File: config.mk
export PLATFORM = sky130hd
export DESIGN_NAME = node_cfg_diag
export DESIGN_NICKNAME = d
export VERILOG_FILES = /design/src/common/node_cfg_pkg.sv /design/src/verilog/node_cfg_diag.sv /design/src/verilog/sticky_flag.sv
export SDC_FILE = /design/constraint.sdc
export NUM_CORES = 1
export LEC_CHECK = 0
export BUFFER_PORTS_ARGS = -buffer_cell sky130_fd_sc_hd__buf_2
export CAP_MARGIN = 10
export CORE_ASPECT_RATIO = 0.7
export CORE_MARGIN = 3
export CORE_UTILIZATION = 45
export DETAILED_ROUTE_END_ITERATION = 6
export PLACE_DENSITY = 0.76
export SYNTH_ARGS = -nofsm -noshare
export SYNTH_HDL_FRONTEND = slang
export SYNTH_SLANG_ARGS = --single-unit
export TNS_END_PERCENT = 100
File: constraint.sdc
create_clock -name core_clk -period 1.7 [get_ports core_clk]
set_input_delay 0.17 -clock core_clk [delete_from_list [all_inputs] [get_ports core_clk]]
set_output_delay 0.17 -clock core_clk [all_outputs]
set_load 0.03 [all_outputs]
File: src/common/node_cfg_pkg.sv
/*
 * package for the fieldbus node configuration and diagnosis block:
 * parameter addresses, reset values, diagnosis bit positions, value limits.
 * assumes the parameter port carries 16-bit values at the printed addresses.
 */
package node_cfg_pkg;
    localparam int          PAR_AW            = 16;
    localparam int          PAR_DW            = 16;
    localparam int          DIAG_BITS         = 12;
    localparam int          PDO4_OBJS         = 4;

    localparam logic [15:0] ADDR_NODE_ADDRESS = 16'h1704;
    localparam logic [15:0] ADDR_BIT_RATE     = 16'h1706;
    localparam logic [15:0] ADDR_PDO4_MASK    = 16'h170a;
    localparam logic [15:0] ADDR_DIAG_WORD    = 16'h170c;

    localparam logic [15:0] NODE_ADDRESS_MIN  = 16'h0001;
    localparam logic [15:0] NODE_ADDRESS_MAX  = 16'h007f;
    localparam logic [15:0] NODE_ADDRESS_RST  = 16'h007f;
    localparam logic [15:0] BIT_RATE_RST      = 16'h007d;
    localparam logic [15:0] PDO4_MASK_RST     = 16'h000f;
    localparam logic [15:0] PDO4_MASK_MAX     = 16'h000f;
    localparam logic [15:0] ZERO_WORD         = 16'h0000;

    // accepted bit rates in kbaud
    localparam logic [15:0] RATE_50K          = 16'h0032;
    localparam logic [15:0] RATE_125K         = 16'h007d;
    localparam logic [15:0] RATE_250K         = 16'h00fa;
    localparam logic [15:0] RATE_500K         = 16'h01f4;
    localparam logic [15:0] RATE_1000K        = 16'h03e8;

    // diagnosis word bit positions
    localparam int          DIAG_TXPDO_RD     = 0;
    localparam int          DIAG_RXPDO1_WR    = 1;
    localparam int          DIAG_RXPDO2_WR    = 2;
    localparam int          DIAG_RXPDO3_WR    = 3;
    localparam int          DIAG_RXPDO4_WR    = 4;
    localparam int          DIAG_GUARD_TIMER  = 5;
    localparam int          DIAG_HB_STATE     = 6;
    localparam int          DIAG_BUS_WARN     = 7;
    localparam int          DIAG_MSG_LOST     = 8;
    localparam int          DIAG_BUS_OFF      = 9;
    localparam int          DIAG_QUEUE_OVR    = 10;
    localparam int          DIAG_STOP_FAULT   = 11;
endpackage

File: src/verilog/node_cfg_diag.sv
/*
 * fieldbus node configuration and diagnosis: node address, bit rate,
 * fourth pdo event mask, sticky diagnosis word behind a parameter port.
 * assumes nonvolatile contents arrive on nv_* and are valid at reset release,
 * and that event inputs come from logic on core_clk.
 */
// Operation
// - node address accepts 1 to 127, starts at 127 and is kept for the persistent store.
// - a new node address becomes active only at power-up or on a network reset command.
// - bit rate accepts 50, 125, 250, 500 or 1000 kbaud, starts at 125 and is kept.
// - a new bit rate becomes active only at the next power-up.
// - diagnosis 0x0001 flags a tx pdo read failure, 0x0002..0x0010 rx pdo 1..4 write failures.
// - diagnosis flags 0x0020 on guard timer expiry and 0x0040 on a heartbeat with wrong state.
// - diagnosis flags 0x0080 bus warning, 0x0100 message lost and 0x0200 bus-off.
// - diagnosis flags 0x0400 queue overrun and 0x0800 stop fault indication.
// - mask bits 0..3 enable sending on change of mapped objects 1..4, rest reserved, max 15.
`timescale 1ns/1ps
`default_nettype none
module node_cfg_diag
    import node_cfg_pkg::*;
(
    input  wire logic                 core_clk,
    input  wire logic                 rst_b,
    input  wire logic [PAR_AW-1:0]    par_addr,
    input  wire logic                 par_wr,
    input  wire logic                 par_rd,
    input  wire logic [PAR_DW-1:0]    par_wdata,
    output var  logic [PAR_DW-1:0]    par_rdata,
    output var  logic                 par_ack,
    output var  logic                 par_err,
    input  wire logic                 nv_valid,
    input  wire logic [PAR_DW-1:0]    nv_node_address,
    input  wire logic [PAR_DW-1:0]    nv_bit_rate,
    input  wire logic                 nmt_reset_cmd,
    input  wire logic [DIAG_BITS-1:0] diag_event,
    input  wire logic [PDO4_OBJS-1:0] pdo4_obj_changed,
    output var  logic [PAR_DW-1:0]    node_address_setting,
    output var  logic [PAR_DW-1:0]    bit_rate_setting,
    output var  logic [PAR_DW-1:0]    fourth_pdo_event_mask,
    output var  logic [PAR_DW-1:0]    active_node_address,
    output var  logic [PAR_DW-1:0]    active_bit_rate,
    output var  logic                 pdo4_event_tx
);
    logic                 load_done;
    logic [DIAG_BITS-1:0] diag_q;
    logic [DIAG_BITS-1:0] diag_clr;
    logic                 sel_addr;
    logic                 sel_rate;
    logic                 sel_mask;
    logic                 sel_diag;
    logic                 addr_ok;
    logic                 rate_ok;
    logic                 mask_ok;
    logic                 wr_addr;
    logic                 wr_rate;
    logic                 wr_mask;
    logic [PAR_DW-1:0]    boot_addr;
    logic [PAR_DW-1:0]    boot_rate;
    logic [PAR_DW-1:0]    link_diagnosis_word;

    function automatic logic rate_valid(input logic [PAR_DW-1:0] v);
        return (v == RATE_50K) || (v == RATE_125K) || (v == RATE_250K) ||
               (v == RATE_500K) || (v == RATE_1000K);
    endfunction

    assign sel_addr = (par_addr == ADDR_NODE_ADDRESS);
    assign sel_rate = (par_addr == ADDR_BIT_RATE);
    assign sel_mask = (par_addr == ADDR_PDO4_MASK);
    assign sel_diag = (par_addr == ADDR_DIAG_WORD);

    assign addr_ok  = (par_wdata >= NODE_ADDRESS_MIN) &&
                      (par_wdata <= NODE_ADDRESS_MAX);
    assign rate_ok  = rate_valid(par_wdata);
    assign mask_ok  = (par_wdata <= PDO4_MASK_MAX);

    // refused values never reach the setting
    assign wr_addr  = load_done && par_wr && sel_addr && addr_ok;
    assign wr_rate  = load_done && par_wr && sel_rate && rate_ok;
    assign wr_mask  = load_done && par_wr && sel_mask && mask_ok;

    // persistent contents are taken only if they are themselves legal
    assign boot_addr = (nv_valid && nv_node_address >= NODE_ADDRESS_MIN &&
                        nv_node_address <= NODE_ADDRESS_MAX) ? nv_node_address
                                                             : NODE_ADDRESS_RST;
    assign boot_rate = (nv_valid && rate_valid(nv_bit_rate)) ? nv_bit_rate : BIT_RATE_RST;

    always_ff @(posedge core_clk or negedge rst_b) begin
        if (!rst_b) begin
            load_done <= 1'b0;
        end else begin
            load_done <= 1'b1;
        end
    end

    always_ff @(posedge core_clk or negedge rst_b) begin
        if (!rst_b) begin
            node_address_setting <= NODE_ADDRESS_RST;
        end else if (!load_done) begin
            node_address_setting <= boot_addr;
        end else if (wr_addr) begin
            node_address_setting <= par_wdata;
        end
    end

    always_ff @(posedge core_clk or negedge rst_b) begin
        if (!rst_b) begin
            bit_rate_setting <= BIT_RATE_RST;
        end else if (!load_done) begin
            bit_rate_setting <= boot_rate;
        end else if (wr_rate) begin
            bit_rate_setting <= par_wdata;
        end
    end

    always_ff @(posedge core_clk or negedge rst_b) begin
        if (!rst_b) begin
            fourth_pdo_event_mask <= PDO4_MASK_RST;
        end else if (wr_mask) begin
            fourth_pdo_event_mask <= par_wdata;
        end
    end

    always_ff @(posedge core_clk or negedge rst_b) begin
        if (!rst_b) begin
            active_node_address <= NODE_ADDRESS_RST;
        end else if (!load_done) begin
            active_node_address <= boot_addr;
        end else if (nmt_reset_cmd) begin
            active_node_address <= node_address_setting;
        end
    end

    // no run-time path: only the power-up load moves the active rate
    always_ff @(posedge core_clk or negedge rst_b) begin
        if (!rst_b) begin
            active_bit_rate <= BIT_RATE_RST;
        end else if (!load_done) begin
            active_bit_rate <= boot_rate;
        end
    end

    always_ff @(posedge core_clk or negedge rst_b) begin
        if (!rst_b) begin
            pdo4_event_tx <= 1'b0;
        end else begin
            pdo4_event_tx <= |(pdo4_obj_changed & fourth_pdo_event_mask[PDO4_OBJS-1:0]);
        end
    end

    // diagnosis bits clear when the word is read
    assign diag_clr = (par_rd && sel_diag) ? {DIAG_BITS{1'b1}} : '0;

    sticky_flag #(
        .W (DIAG_BITS)
    ) diag_flags (
        .core_clk (core_clk),
        .rst_b    (rst_b),
        .set      (diag_event),
        .clr      (diag_clr),
        .q        (diag_q)
    );

    assign link_diagnosis_word = {{(PAR_DW-DIAG_BITS){1'b0}}, diag_q};

    always_ff @(posedge core_clk or negedge rst_b) begin
        if (!rst_b) begin
            par_rdata <= ZERO_WORD;
            par_ack   <= 1'b0;
            par_err   <= 1'b0;
        end else begin
            par_ack   <= par_rd || par_wr;
            par_err   <= 1'b0;
            par_rdata <= ZERO_WORD;
            if (par_rd) begin
                unique case (1'b1)
                    sel_addr: par_rdata <= node_address_setting;
                    sel_rate: par_rdata <= bit_rate_setting;
                    sel_mask: par_rdata <= fourth_pdo_event_mask;
                    sel_diag: par_rdata <= link_diagnosis_word;
                    default:  par_err   <= 1'b1;
                endcase
            end else if (par_wr) begin
                par_err <= !(wr_addr || wr_rate || wr_mask);
            end
        end
    end

    a_addr_range: assert property (@(posedge core_clk) disable iff (!rst_b)
        node_address_setting >= NODE_ADDRESS_MIN && node_address_setting <= NODE_ADDRESS_MAX)
        else $error("node address out of range");

    a_rate_legal: assert property (@(posedge core_clk) disable iff (!rst_b)
        rate_valid(bit_rate_setting) && rate_valid(active_bit_rate))
        else $error("bit rate not an accepted value");

    a_bad_refused: assert property (@(posedge core_clk) disable iff (!rst_b)
        load_done && par_wr && ((sel_addr && !addr_ok) || (sel_rate && !rate_ok))
        |=> $stable(node_address_setting) && $stable(bit_rate_setting) && par_err)
        else $error("illegal value was stored");

    a_good_stored: assert property (@(posedge core_clk) disable iff (!rst_b)
        load_done && par_wr && sel_addr && addr_ok
        |=> node_address_setting == $past(par_wdata) && par_ack && !par_err)
        else $error("legal node address not stored");

    a_addr_deferred: assert property (@(posedge core_clk) disable iff (!rst_b)
        load_done && !nmt_reset_cmd |=> $stable(active_node_address))
        else $error("node address activated without reset command");

    a_nmt_applies: assert property (@(posedge core_clk) disable iff (!rst_b)
        load_done && nmt_reset_cmd |=> active_node_address == $past(node_address_setting))
        else $error("reset command did not apply node address");

    a_rate_frozen: assert property (@(posedge core_clk) disable iff (!rst_b)
        load_done |=> $stable(active_bit_rate))
        else $error("bit rate changed after power-up");

    a_diag_sticky: assert property (@(posedge core_clk) disable iff (!rst_b)
        diag_event != '0 |=> (diag_q & $past(diag_event)) == $past(diag_event))
        else $error("diagnosis event lost");

    a_diag_hold: assert property (@(posedge core_clk) disable iff (!rst_b)
        !(par_rd && sel_diag) && diag_event == '0 |=> $stable(diag_q))
        else $error("diagnosis bit changed without cause");

    a_mask_event: assert property (@(posedge core_clk) disable iff (!rst_b)
        ##1 pdo4_event_tx ==
        |($past(pdo4_obj_changed) & $past(fourth_pdo_event_mask[PDO4_OBJS-1:0])))
        else $error("pdo4 event does not follow mask");

    a_mask_range: assert property (@(posedge core_clk) disable iff (!rst_b)
        fourth_pdo_event_mask <= PDO4_MASK_MAX)
        else $error("pdo4 mask out of range");

    c_nmt_new_addr: cover property (@(posedge core_clk) disable iff (!rst_b)
        wr_addr ##[1:20] (nmt_reset_cmd && active_node_address != node_address_setting));
    c_rate_write: cover property (@(posedge core_clk) disable iff (!rst_b) wr_rate);
    c_diag_clear: cover property (@(posedge core_clk) disable iff (!rst_b)
        diag_q != '0 ##1 (par_rd && sel_diag));
    c_pdo4_tx: cover property (@(posedge core_clk) disable iff (!rst_b) pdo4_event_tx);
endmodule
`default_nettype wire

File: src/verilog/sticky_flag.sv
/*
 * sticky flag bank: each bit is set by its event and cleared by a clear strobe.
 * assumes set and clear come from logic on the same clock.
 */
`timescale 1ns/1ps
`default_nettype none
module sticky_flag #(
    parameter int W = 1
) (
    input  wire logic         core_clk,
    input  wire logic         rst_b,
    input  wire logic [W-1:0] set,
    input  wire logic [W-1:0] clr,
    output var  logic [W-1:0] q
);
    // a set in the clearing cycle survives
    always_ff @(posedge core_clk or negedge rst_b) begin
        if (!rst_b) begin
            q <= '0;
        end else begin
            q <= set | (q & ~clr);
        end
    end
endmodule
`default_nettype wire
==> results.py, run 1 <==
metrics = {
    "run_status": {
        "status": "complete, but fails checks",
        "violations": "setup timing",
    },
    "grt": {
        "grt_pass1_wl_mm": 24.3,
        "antenna_found_initial": 0,
        "grt_pass1_vias": 4661,
        "grt_overflow_total": 0,
        "track_usage_pct": 24.6,
        "grt_max_degree": 41,
    },
    "timing": {
        "final_max_slew_viol_count": 0,
        "rsz0062_at_grt": "true",
        "holdWs_ns": 0.00465,
        "skew_ns": 0.00593,
        "setup_viol_count_final": 29,
        "setup_slack_ns": -0.106,
        "timing.fmax_mhz": 554,
        "layout_min_cycle_time_ns": 1.81,
        "slew_headroom_pct": 51.1,
        "final_hold_viol_count": 0,
        "worst_pin_slew_ns": 0.732,
        "fin_crit_sh_pct": 106,
        "tns_ns": -1.39,
    },
    "clocking": {
        "clkTransAtPathRegs_ns": 0.07,
        "cts.path.max_buffers": 2,
        "clock_sinks": 112,
        "clock_latency_ns": 0.35,
        "cts_made_buffers": 9,
        "cts_tree": "built",
        "clockRootBuffer": "clkbuf_16",
        "cts_max_level": 3,
    },
    "critical_path": {
        "cp.depth": 5,
        "r2r_slack_ns": -0.11,
        "r2r_cells": 5,
        "cp_data_required_time_ns": 1.98,
        "critical_path.max_fanout": 2,
        "crit_path_top_delay_cell": "or4_4",
        "cp_data_arrival_time_ns": 2.09,
        "critPathCaptureType": "flop",
        "worst-setup-path-type": "flop to flop",
        "critPathBufInv": 0,
        "cp_cell_sequence": "nor4b_4 > nand3_1 > or4_4 > or3_1 > and4b_1",
        "path_delay_family": "simple AND/OR/NAND/NOR gates",
        "timing.rr.end": "bit_rate_setting[2]$_DFFE_PN1P_",
        "max_stage_delay_ns": 0.47,
        "critPathLaunchType": "flop",
        "reg2reg_from": "load_done$_DFF_PN0_",
    },
    "logic_synthesis": {
        "synth_top_cell_area_share_pct": 39.9,
        "synth-edff-count": 0,
        "syn_area_sq_um": 5150,
        "yosysWarnings": 0,
        "synthFlopType": "dfrtp_1",
        "yosysTopAreaCell": "dfrtp_1",
        "ys_seq_area_share_pct": 55.2,
        "ys_top_cells_by_area": "dfrtp_1 40%, dfstp_2 15%, mux2i_1 6.8%",
        "yosysMostFrequentCell": "dfrtp_1",
        "syn_nets": 544,
        "syn_inst": 458,
        "syn_avg_cell_area_sq_um": 11.2,
        "ys_async_sr_fraction_pct": 100,
        "synth.distinct_cells": 65,
        "ys_top_cells_by_count": "82 x dfrtp_1, 52 x a21oi_1, 35 x mux2i_1",
        "ys_seq_elements": 112,
    },
    "drt": {
        "firstDrtPassIters": 5,
        "ant_nets": 0,
        "vias": 4734,
        "viasPerCell": 5.40,
        "drc": 0,
        "post_drt_wl_per_cell_microns": 18.3,
        "drt_iter0_drc": 243,
        "routed_wirelength_mm": 16.0,
    },
    "placement": {
        "io_buffers": 184,
        "routabilityCongestion": 0.898,
        "hpwl_mm": 12.3,
    },
    "power_and_ir_drop": {
        "p_leak_uw": 0.00368,
        "p_per_area_nw_per_um2": 710,
        "p_total_uw": 5270,
        "ir_drop_v": 0.000535,
    },
    "die": {
        "die_height_microns": 95.5,
        "rows": 32,
        "dieArea_sq_um": 12800,
        "die_w_microns": 134,
        "core_area_sq_um": 11100,
        "ioPinCount": 185,
        "start_util_pct": 46.4,
    },
    "cells_and_area": {
        "n_antenna_cell": 0,
        "drive_gt1_share_pct": 50.1,
        "area_growth_pct": 44.2,
        "fin_util_pct": 66.9,
        "fin_nets": 804,
    },
    "hold_path": {
        "hold_start": "diag_event[1]",
        "min_path_type": "primary input to flop",
        "hold_path_end": "diag_flags.q[1]$_DFF_PN0_",
        "hold_depth": 2,
    },
    "job": {
        "drv_cap": 0,
    },
}
[kinds of logic (layout without fill, tap and decap cells)]
family | after synthesis | in the layout | share of synthesized area [%]
other | 1 | 1 | 0.0729
AO/OA/AOI/OAI | 99 | 99 | 13.8
XOR/XNOR | 1 | 1 | 0.170
AND/OR/NAND/NOR | 166 | 167 | 19.4
flip-flops | 112 | 112 | 55.2
multiplexers | 41 | 41 | 8.12
buffers and inverters | 38 | 302 | 3.23
[metal layers]
| layer | up-vias | global-route usage, % | part of all wire (%) |
|---|---|---|---|
| met2 | 213 | 40.8 | 47 |
| met3 | 18 | 6.01 | 7.9 |
| met1 | 2321 | 33.3 | 44 |
| li1 | 2182 | - | - |
| met5 | - | 0 | 0 |
| met4 | 0 | 5.31 | 1.1 |
[report_power, final]
group	leakage [uW]	internal (uW)	switching (uW)
Combinational	0.00215	208	269
Sequential	0.00139	2680	7.86
Clock	0.000141	1150	957
[final cells by class]
cell class | count | area, sq um
Sequential cell | 112 | 2840
Clock inverter | 6 | 70.1
Clock buffer | 10 | 229
Multi-Input combinational cell | 309 | 2370
Tap cell | 153 | 191
Inverter | 17 | 63.8
Fill cell | 886 | 3670
Timing Repair Buffer | 269 | 1660
[worst reg2reg max path: cells and delay by family, from the launching register on]
kind	cells	cell delay, ns
AND/OR/NAND/NOR	5	1.40
flip-flops	1	0.34
[cells in the final DEF (no fill, tap or decap), drive strengths merged, types with 3 or more instances in the layout]
master	Yosys	final
a21oi	52	52
nand2	23	23
a211oi	4	4
clkinv	1	3
nand3	8	8
and4b	5	5
nor3	14	14
nor2b	4	4
mux2i	35	35
a32oi	5	5
nor4	8	8
or2	3	3
dfrtp	82	82
a21o	14	14
clkbuf	15	10
o221a	4	4
nor4b	4	4
dfstp	30	30
nor2	33	33
and2	26	26
inv	16	17
or3	3	3
dlygate4sd3	0	10
a2111oi	6	6
and3	11	11
nor4bb	4	4
nand2b	5	5
buf	6	259
nand4	4	5
mux2	6	6
[through the flow]
stage                     instance area [sq um]  instances  setup WS (ns)
after global routing                       7420        876         -0.170
after global placement                     6770        845         -0.267
final                                      7420        876         -0.106
after CTS                                  7280        874         -0.118
after detailed placement                   6770        845         -0.305
after floorplan                            5160        458        -0.0905
[worst max path at each step]
stage                   startpoint                             endpoint
6_report       load_done$_DFF_PN0_      bit_rate_setting[2]$_DFFE_PN1P_
5_1_grt        load_done$_DFF_PN0_  node_address_setting[4]$_DFFE_PN1P_
4_1_cts        load_done$_DFF_PN0_      bit_rate_setting[2]$_DFFE_PN1P_
3_5_place_dp        nv_bit_rate[3]       active_bit_rate[0]$_DFFE_PN1N_
3_3_place_gp        nv_bit_rate[3]       active_bit_rate[0]$_DFFE_PN1N_
2_1_floorplan         par_wdata[3]                    par_err$_DFF_PN0_
[flip-flops by register name (all words and copies together) (netlist names)]
register and count:
active_bit_rate 16, active_node_address 16, bit_rate_setting 16, fourth_pdo_event_mask 16
node_address_setting 16, par_rdata 16, diag_flags.q 12, load_done 1
par_ack 1, par_err 1, pdo4_event_tx 1
[what timing repair did]
action                     CTS  global route
hold endpoints to repair    35             0
setup endpoints to repair   47            49
pin swaps                   10             6
resized for setup           23            22
buffers inserted             0             2
hold buffers                10             0
gates cloned                 3             0
Note: power is estimated with default switching activity, not from simulation.
==> run 2, diff against run 1 <==
--- a/config.mk
+++ b/config.mk
@@ -11,6 +11,7 @@
 export CORE_MARGIN = 3
 export CORE_UTILIZATION = 45
 export DETAILED_ROUTE_END_ITERATION = 6
+export MAX_ROUTING_LAYER = met4
 export PLACE_DENSITY = 0.76
 export SYNTH_ARGS = -nofsm -noshare
 export SYNTH_HDL_FRONTEND = slang
==> run 2 against run 1 <==
- the flow still finishes with violations (setup timing)
- via count decreased by 0.11%
- die area unchanged
- sequential share of layout area increased by 0.36 points
- hold slack improved by 0.00063 ns
- register-to-register slack about the same
- non-clock buffer count decreased by 1
- routed wire length decreased by 0.74%
- critical endpoint unchanged
- largest cell class unchanged
- largest power group unchanged
==> results.py, run 2 (synthesis gave the netlist of run 1 again) <==
metrics = {
    "clocking": {
        "clkTransAtPathRegs_ns": 0.07,
        "cts_made_buffers": 9,
        "cts.path.max_buffers": 2,
        "clock_sinks": 112,
        "cts_tree": "built",
        "clock_latency_ns": 0.35,
        "cts_max_level": 3,
        "clockRootBuffer": "clkbuf_16",
    },
    "timing": {
        "setup_slack_ns": -0.0990,
        "fin_crit_sh_pct": 106,
        "holdWs_ns": 0.00529,
        "timing.fmax_mhz": 556,
        "worst_pin_slew_ns": 0.665,
        "tns_ns": -0.918,
        "final_hold_viol_count": 0,
        "setup_viol_count_final": 27,
        "layout_min_cycle_time_ns": 1.80,
        "skew_ns": 0.00545,
        "rsz0062_at_grt": "true",
        "final_max_slew_viol_count": 0,
        "slew_headroom_pct": 55.3,
    },
    "grt": {
        "grt_pass1_wl_mm": 24.4,
        "grt_pass1_vias": 4647,
        "track_usage_pct": 25.4,
        "grt_max_degree": 41,
        "grt_overflow_total": 0,
        "antenna_found_initial": 0,
    },
    "run_status": {
        "violations": "setup timing",
        "status": "complete, but fails checks",
    },
    "cells_and_area": {
        "fin_util_pct": 66.3,
        "mostFrequentLayoutCells": "183 x buf_2, 82 x dfrtp_1, 67 x buf_4",
        "drive_gt1_share_pct": 49.4,
        "n_antenna_cell": 0,
        "layout_commonest_cell": "buf_2",
        "final_cell_area_sq_um": 7350,
        "area_growth_pct": 42.8,
        "fin_nets": 803,
    },
    "drt": {
        "post_drt_wl_per_cell_microns": 18.2,
        "drt_iter0_drc": 278,
        "vias": 4729,
        "routed_wirelength_mm": 15.9,
        "ant_nets": 0,
        "viasPerCell": 5.40,
        "drc": 0,
        "firstDrtPassIters": 5,
    },
    "critical_path": {
        "critical_path.max_fanout": 2,
        "worst-setup-path-type": "flop to flop",
        "critPathLaunchType": "flop",
        "cp_data_required_time_ns": 1.98,
        "cp_data_arrival_time_ns": 2.08,
        "critPathCaptureType": "flop",
    },
    "job": {
        "drv_cap": 0,
    },
    "placement": {
        "routabilityCongestion": 0.913,
        "io_buffers": 184,
        "hpwl_mm": 12.3,
        "placed_cell_area_sq_um": 6770,
    },
    "hold_path": {
        "min_path_type": "primary input to flop",
    },
    "die": {
        "start_util_pct": 46.4,
        "rows": 32,
        "die_w_microns": 134,
        "core_area_sq_um": 11100,
        "die_height_microns": 95.5,
        "dieArea_sq_um": 12800,
        "ioPinCount": 185,
    },
    "power_and_ir_drop": {
        "p_total_uw": 5260,
        "p_per_area_nw_per_um2": 716,
        "ir_drop_v": 0.000533,
        "p_leak_uw": 0.00368,
    },
}
run 2: path summary, 6_finish.rpt:
path / startpoint / to / slack (ns) / cells past startpoint
max: load_done$_DFF_PN0_ / bit_rate_setting[2]$_DFFE_PN1P_ / -0.1 / 5
min: diag_event[1] / diag_flags.q[1]$_DFF_PN0_ / 0.005 / 2
max reg2reg: load_done$_DFF_PN0_ / bit_rate_setting[2]$_DFFE_PN1P_ / -0.1 / 5
min reg2reg: active_bit_rate[0]$_DFFE_PN1N_ / active_bit_rate[0]$_DFFE_PN1N_ / 0.47 / 2
max in group asynchronous: rst_b / active_bit_rate[5]$_DFFE_PN1N_ / 0.72 / 3
min in group asynchronous: rst_b / diag_flags.q[11]$_DFF_PN0_ / 0.34 / 2
run 2: area by class of cell:
cell class | instances | area, sq um
clock buffer | 10 | 229
clock inverter | 6 | 70.1
fill | 905 | 3740
inverter | 17 | 63.8
multi-input combinational | 309 | 2310
sequential | 112 | 2840
tap | 153 | 191
timing repair buffer | 268 | 1640
run 2: report_power, final:
part           leakage, uW  internal, uW  switching (uW)  total (uW)
combinational      0.00215           207             264         471
sequential         0.00139          2680            8.10        2690
clock             0.000141          1150             954        2110
run 2: timing repair:
action	4_1_cts	5_1_grt
pin swaps	10	5
endpoints found under the setup margin	47	49
gates cloned	3	0
setup buffers	0	1
gates resized for setup	23	14
hold buffers	10	0
endpoints found under the hold margin	35	0
run 2: per-layer routing:
| metal | up-vias | global-route usage (%) | share of wire [%] |
|---|---|---|---|
| li1 | 2186 | - | - |
| met4 | 0 | 4.79 | 0.81 |
| met5 | - | - | 0 |
| met2 | 206 | 40.9 | 47 |
| met3 | 13 | 5.43 | 7.6 |
| met1 | 2324 | 34.0 | 45 |
run 2: critical path: stages (launching register included):
cell and delay [ns]:
dfrtp_1 0.35, nor4b_4 0.25, nand3_1 0.15, or4_4 0.47, or3_1 0.31, and4b_1 0.21
run 2: through the flow:
| step | cells | worst slack [ns] |
|---|---|---|
| 6_report | 875 | -0.0990 |
| 5_1_grt | 875 | -0.160 |
| 4_1_cts | 874 | -0.118 |
| 3_5_place_dp | 845 | -0.305 |
| 3_3_place_gp | 845 | -0.267 |
| 2_1_floorplan | 458 | -0.0905 |
==> run 3, diff against run 2 <==
--- a/config.mk
+++ b/config.mk
@@ -5,14 +5,14 @@
 export SDC_FILE = /design/constraint.sdc
 export NUM_CORES = 1
 export LEC_CHECK = 0
-export BUFFER_PORTS_ARGS = -buffer_cell sky130_fd_sc_hd__buf_2
+export BUFFER_PORTS_ARGS = -buffer_cell sky130_fd_sc_hd__buf_4
 export CAP_MARGIN = 10
 export CORE_ASPECT_RATIO = 0.7
 export CORE_MARGIN = 3
-export CORE_UTILIZATION = 45
+export CORE_UTILIZATION = 54
 export DETAILED_ROUTE_END_ITERATION = 6
 export MAX_ROUTING_LAYER = met4
-export PLACE_DENSITY = 0.76
+export PLACE_DENSITY = 0.86
 export SYNTH_ARGS = -nofsm -noshare
 export SYNTH_HDL_FRONTEND = slang
 export SYNTH_SLANG_ARGS = --single-unit
==> constraint.sdc (replaced) <==
create_clock -name core_clk -period 2.3 [get_ports core_clk]
set_input_delay 0.23 -clock core_clk [delete_from_list [all_inputs] [get_ports core_clk]]
set_output_delay 0.23 -clock core_clk [all_outputs]
set_load 0.03 [all_outputs]
==> run 3 against run 2 <==
- the run now ends clean
- count of clock-buffer cells in the layout did not move
- cell count is 12% lower
- non-clock buffer count fell by 71
- core utilization rose by 9.9 points
- largest cell class unchanged
- hold slack improved by 0.052 ns
- highest routed layer unchanged
==> results.py, run 3 (synthesis gave the netlist of run 1 again) <==
metrics = {
    "run_status": {
        "status": "finished clean",
    },
    "timing": {
        "final_max_slew_viol_count": 0,
        "tns_ns": 0,
        "fin_crit_sh_pct": 90.1,
        "timing.fmax_mhz": 483,
        "rsz0062_at_grt": "false",
        "layout_min_cycle_time_ns": 2.07,
        "worst_pin_slew_ns": 0.970,
        "slew_headroom_pct": 35.3,
        "setup_viol_count_final": 0,
        "skew_ns": 0.00694,
        "final_hold_viol_count": 0,
    },
    "power_and_ir_drop": {
        "p_leak_uw": 0.00339,
        "p_per_area_nw_per_um2": 539,
        "seqPwrFrac_pct": 52.6,
        "ir_drop_v": 0.000380,
        "swShare_pct": 23.7,
        "p_comb_share_pct": 8.7,
        "switchingPower_uw": 894,
        "p_total_uw": 3770,
        "p_int_uw": 2880,
        "p_clk_share_pct": 38.6,
    },
    "critical_path": {
        "critPathLaunchType": "flop",
        "critical_path.max_fanout": 50,
        "critPathCaptureType": "flop",
        "worst-setup-path-type": "flop to flop",
        "max_stage_delay_ns": 0.47,
        "path_delay_family": "simple AND/OR/NAND/NOR gates",
        "crit_path_top_delay_cell": "nor3_1",
        "cp_data_required_time_ns": 2.58,
        "cp_data_arrival_time_ns": 2.36,
        "cp_cell_sequence": "buf_4 > clkinv_1 > nor3_1 > a21o_1 > and2_1",
        "critPathBufInv": 2,
    },
    "grt": {
        "grt_max_degree": 51,
        "antenna_found_initial": 0,
        "grt_overflow_total": 0,
        "grt_pass1_vias": 4457,
        "grt_pass1_wl_mm": 23.2,
        "track_usage_pct": 29.0,
    },
    "die": {
        "die_height_microns": 87.7,
        "die_w_microns": 123,
        "start_util_pct": 56.1,
        "core_area_sq_um": 9180,
        "dieArea_sq_um": 10800,
        "rows": 29,
        "ioPinCount": 185,
    },
    "clocking": {
        "clock_sinks": 112,
        "postCtsHoldBufs": 1,
        "clock_latency_ns": 0.35,
        "postCtsSetupRepairBufs": 0,
        "cts_tree": "built",
        "cts_made_buffers": 9,
        "clkTransAtPathRegs_ns": 0.07,
        "post_cts_resized": 0,
        "clockRootBuffer": "clkbuf_16",
        "cts_max_level": 3,
        "cts.path.max_buffers": 2,
    },
    "cells_and_area": {
        "final_cell_area_sq_um": 6990,
        "seqCellArea_sq_um": 2840,
        "fin_util_pct": 76.2,
        "final_cells": 774,
        "mostFrequentLayoutCells": "194 x buf_4, 82 x dfrtp_1, 52 x a21oi_1",
        "drive_gt1_share_pct": 40.8,
        "fin_nets": 731,
        "multi_input_area_sq_um": 2150,
        "area_growth_pct": 35.9,
        "fillers": 660,
        "layout_commonest_cell": "buf_4",
        "n_antenna_cell": 0,
    },
    "drt": {
        "dr_wl_met2_mm": 7.17,
        "ant_nets": 0,
        "drt_iter0_drc": 409,
        "post_drt_wl_per_cell_microns": 19.3,
        "wl_met1_mm": 6.43,
        "firstDrtPassIters": 5,
        "vias": 4518,
        "viasPerCell": 5.84,
        "drc": 0,
        "met3_length_mm": 1.07,
        "dr.max_layer_used": "met4",
        "routed_wirelength_mm": 15.0,
    },
    "placement": {
        "io_buffers": 184,
        "hpwl_mm": 11.5,
        "routabilityCongestion": 0.964,
        "placed_cell_area_sq_um": 6700,
        "dp_cells": 757,
    },
    "hold_path": {
        "min_path_type": "primary input to flop",
    },
    "job": {
        "drv_cap": 0,
    },
}
[run 3: final cells by class]
class,instances,share of cell area [%]
inverter,17,0.913
timing repair buffer,197,21.5
multi-input combinational,308,30.7
clock buffer,10,3.27
sequential,112,40.6
tap,124,2.22
clock inverter,6,0.734
[run 3: routing by layer]
layer	up-vias	GRT usage (%)
met2	224	46.4
met5	-	-
met3	31	6.13
met4	0	8.64
li1	2045	-
met1	2218	37.8
[run 3: path summary, 6_finish.rpt]
path | startpoint | endpoint | slack [ns] | cells after the start
max | load_done$_DFF_PN0_ | bit_rate_setting[13]$_DFFE_PN0P_ | 0.23 | 5
min | diag_event[7] | diag_flags.q[7]$_DFF_PN0_ | 0.06 | 2
max reg2reg | load_done$_DFF_PN0_ | bit_rate_setting[13]$_DFFE_PN0P_ | 0.23 | 5
min reg2reg | active_bit_rate[0]$_DFFE_PN1N_ | active_bit_rate[0]$_DFFE_PN1N_ | 0.47 | 2
max in group asynchronous | rst_b | node_address_setting[6]$_DFFE_PN1P_ | 1.11 | 3
min in group asynchronous | rst_b | fourth_pdo_event_mask[9]$_DFFE_PN0P_ | 0.45 | 2
[run 3: worst register-to-register path, cell delays in order (launching register included)]
cell	delay, ns
dfrtp_1	0.34
buf_4	0.44
clkinv_1	0.18
nor3_1	0.47
a21o_1	0.40
and2_1	0.18
[run 3: through the flow]
step                      hold slack [ns]  worst slack (ns)
after floorplan                   -0.0656             0.449
after global placement              0.265             0.149
after detailed placement            0.273            0.0294
after CTS                          0.0484             0.254
after global routing               0.0440            0.0140
final                              0.0574             0.228
[run 3: power by group through the flow]
stage / logic (uW) / clock network, uW / registers, uW
3_3_place_gp: 318 / 0 / 2020
4_1_cts: 329 / 1490 / 1980
3_5_place_dp: 327 / 0 / 2020
6_report: 330 / 1460 / 1980
5_1_grt: 356 / 1570 / 1980
2_1_floorplan: 92.7 / 0 / 2030
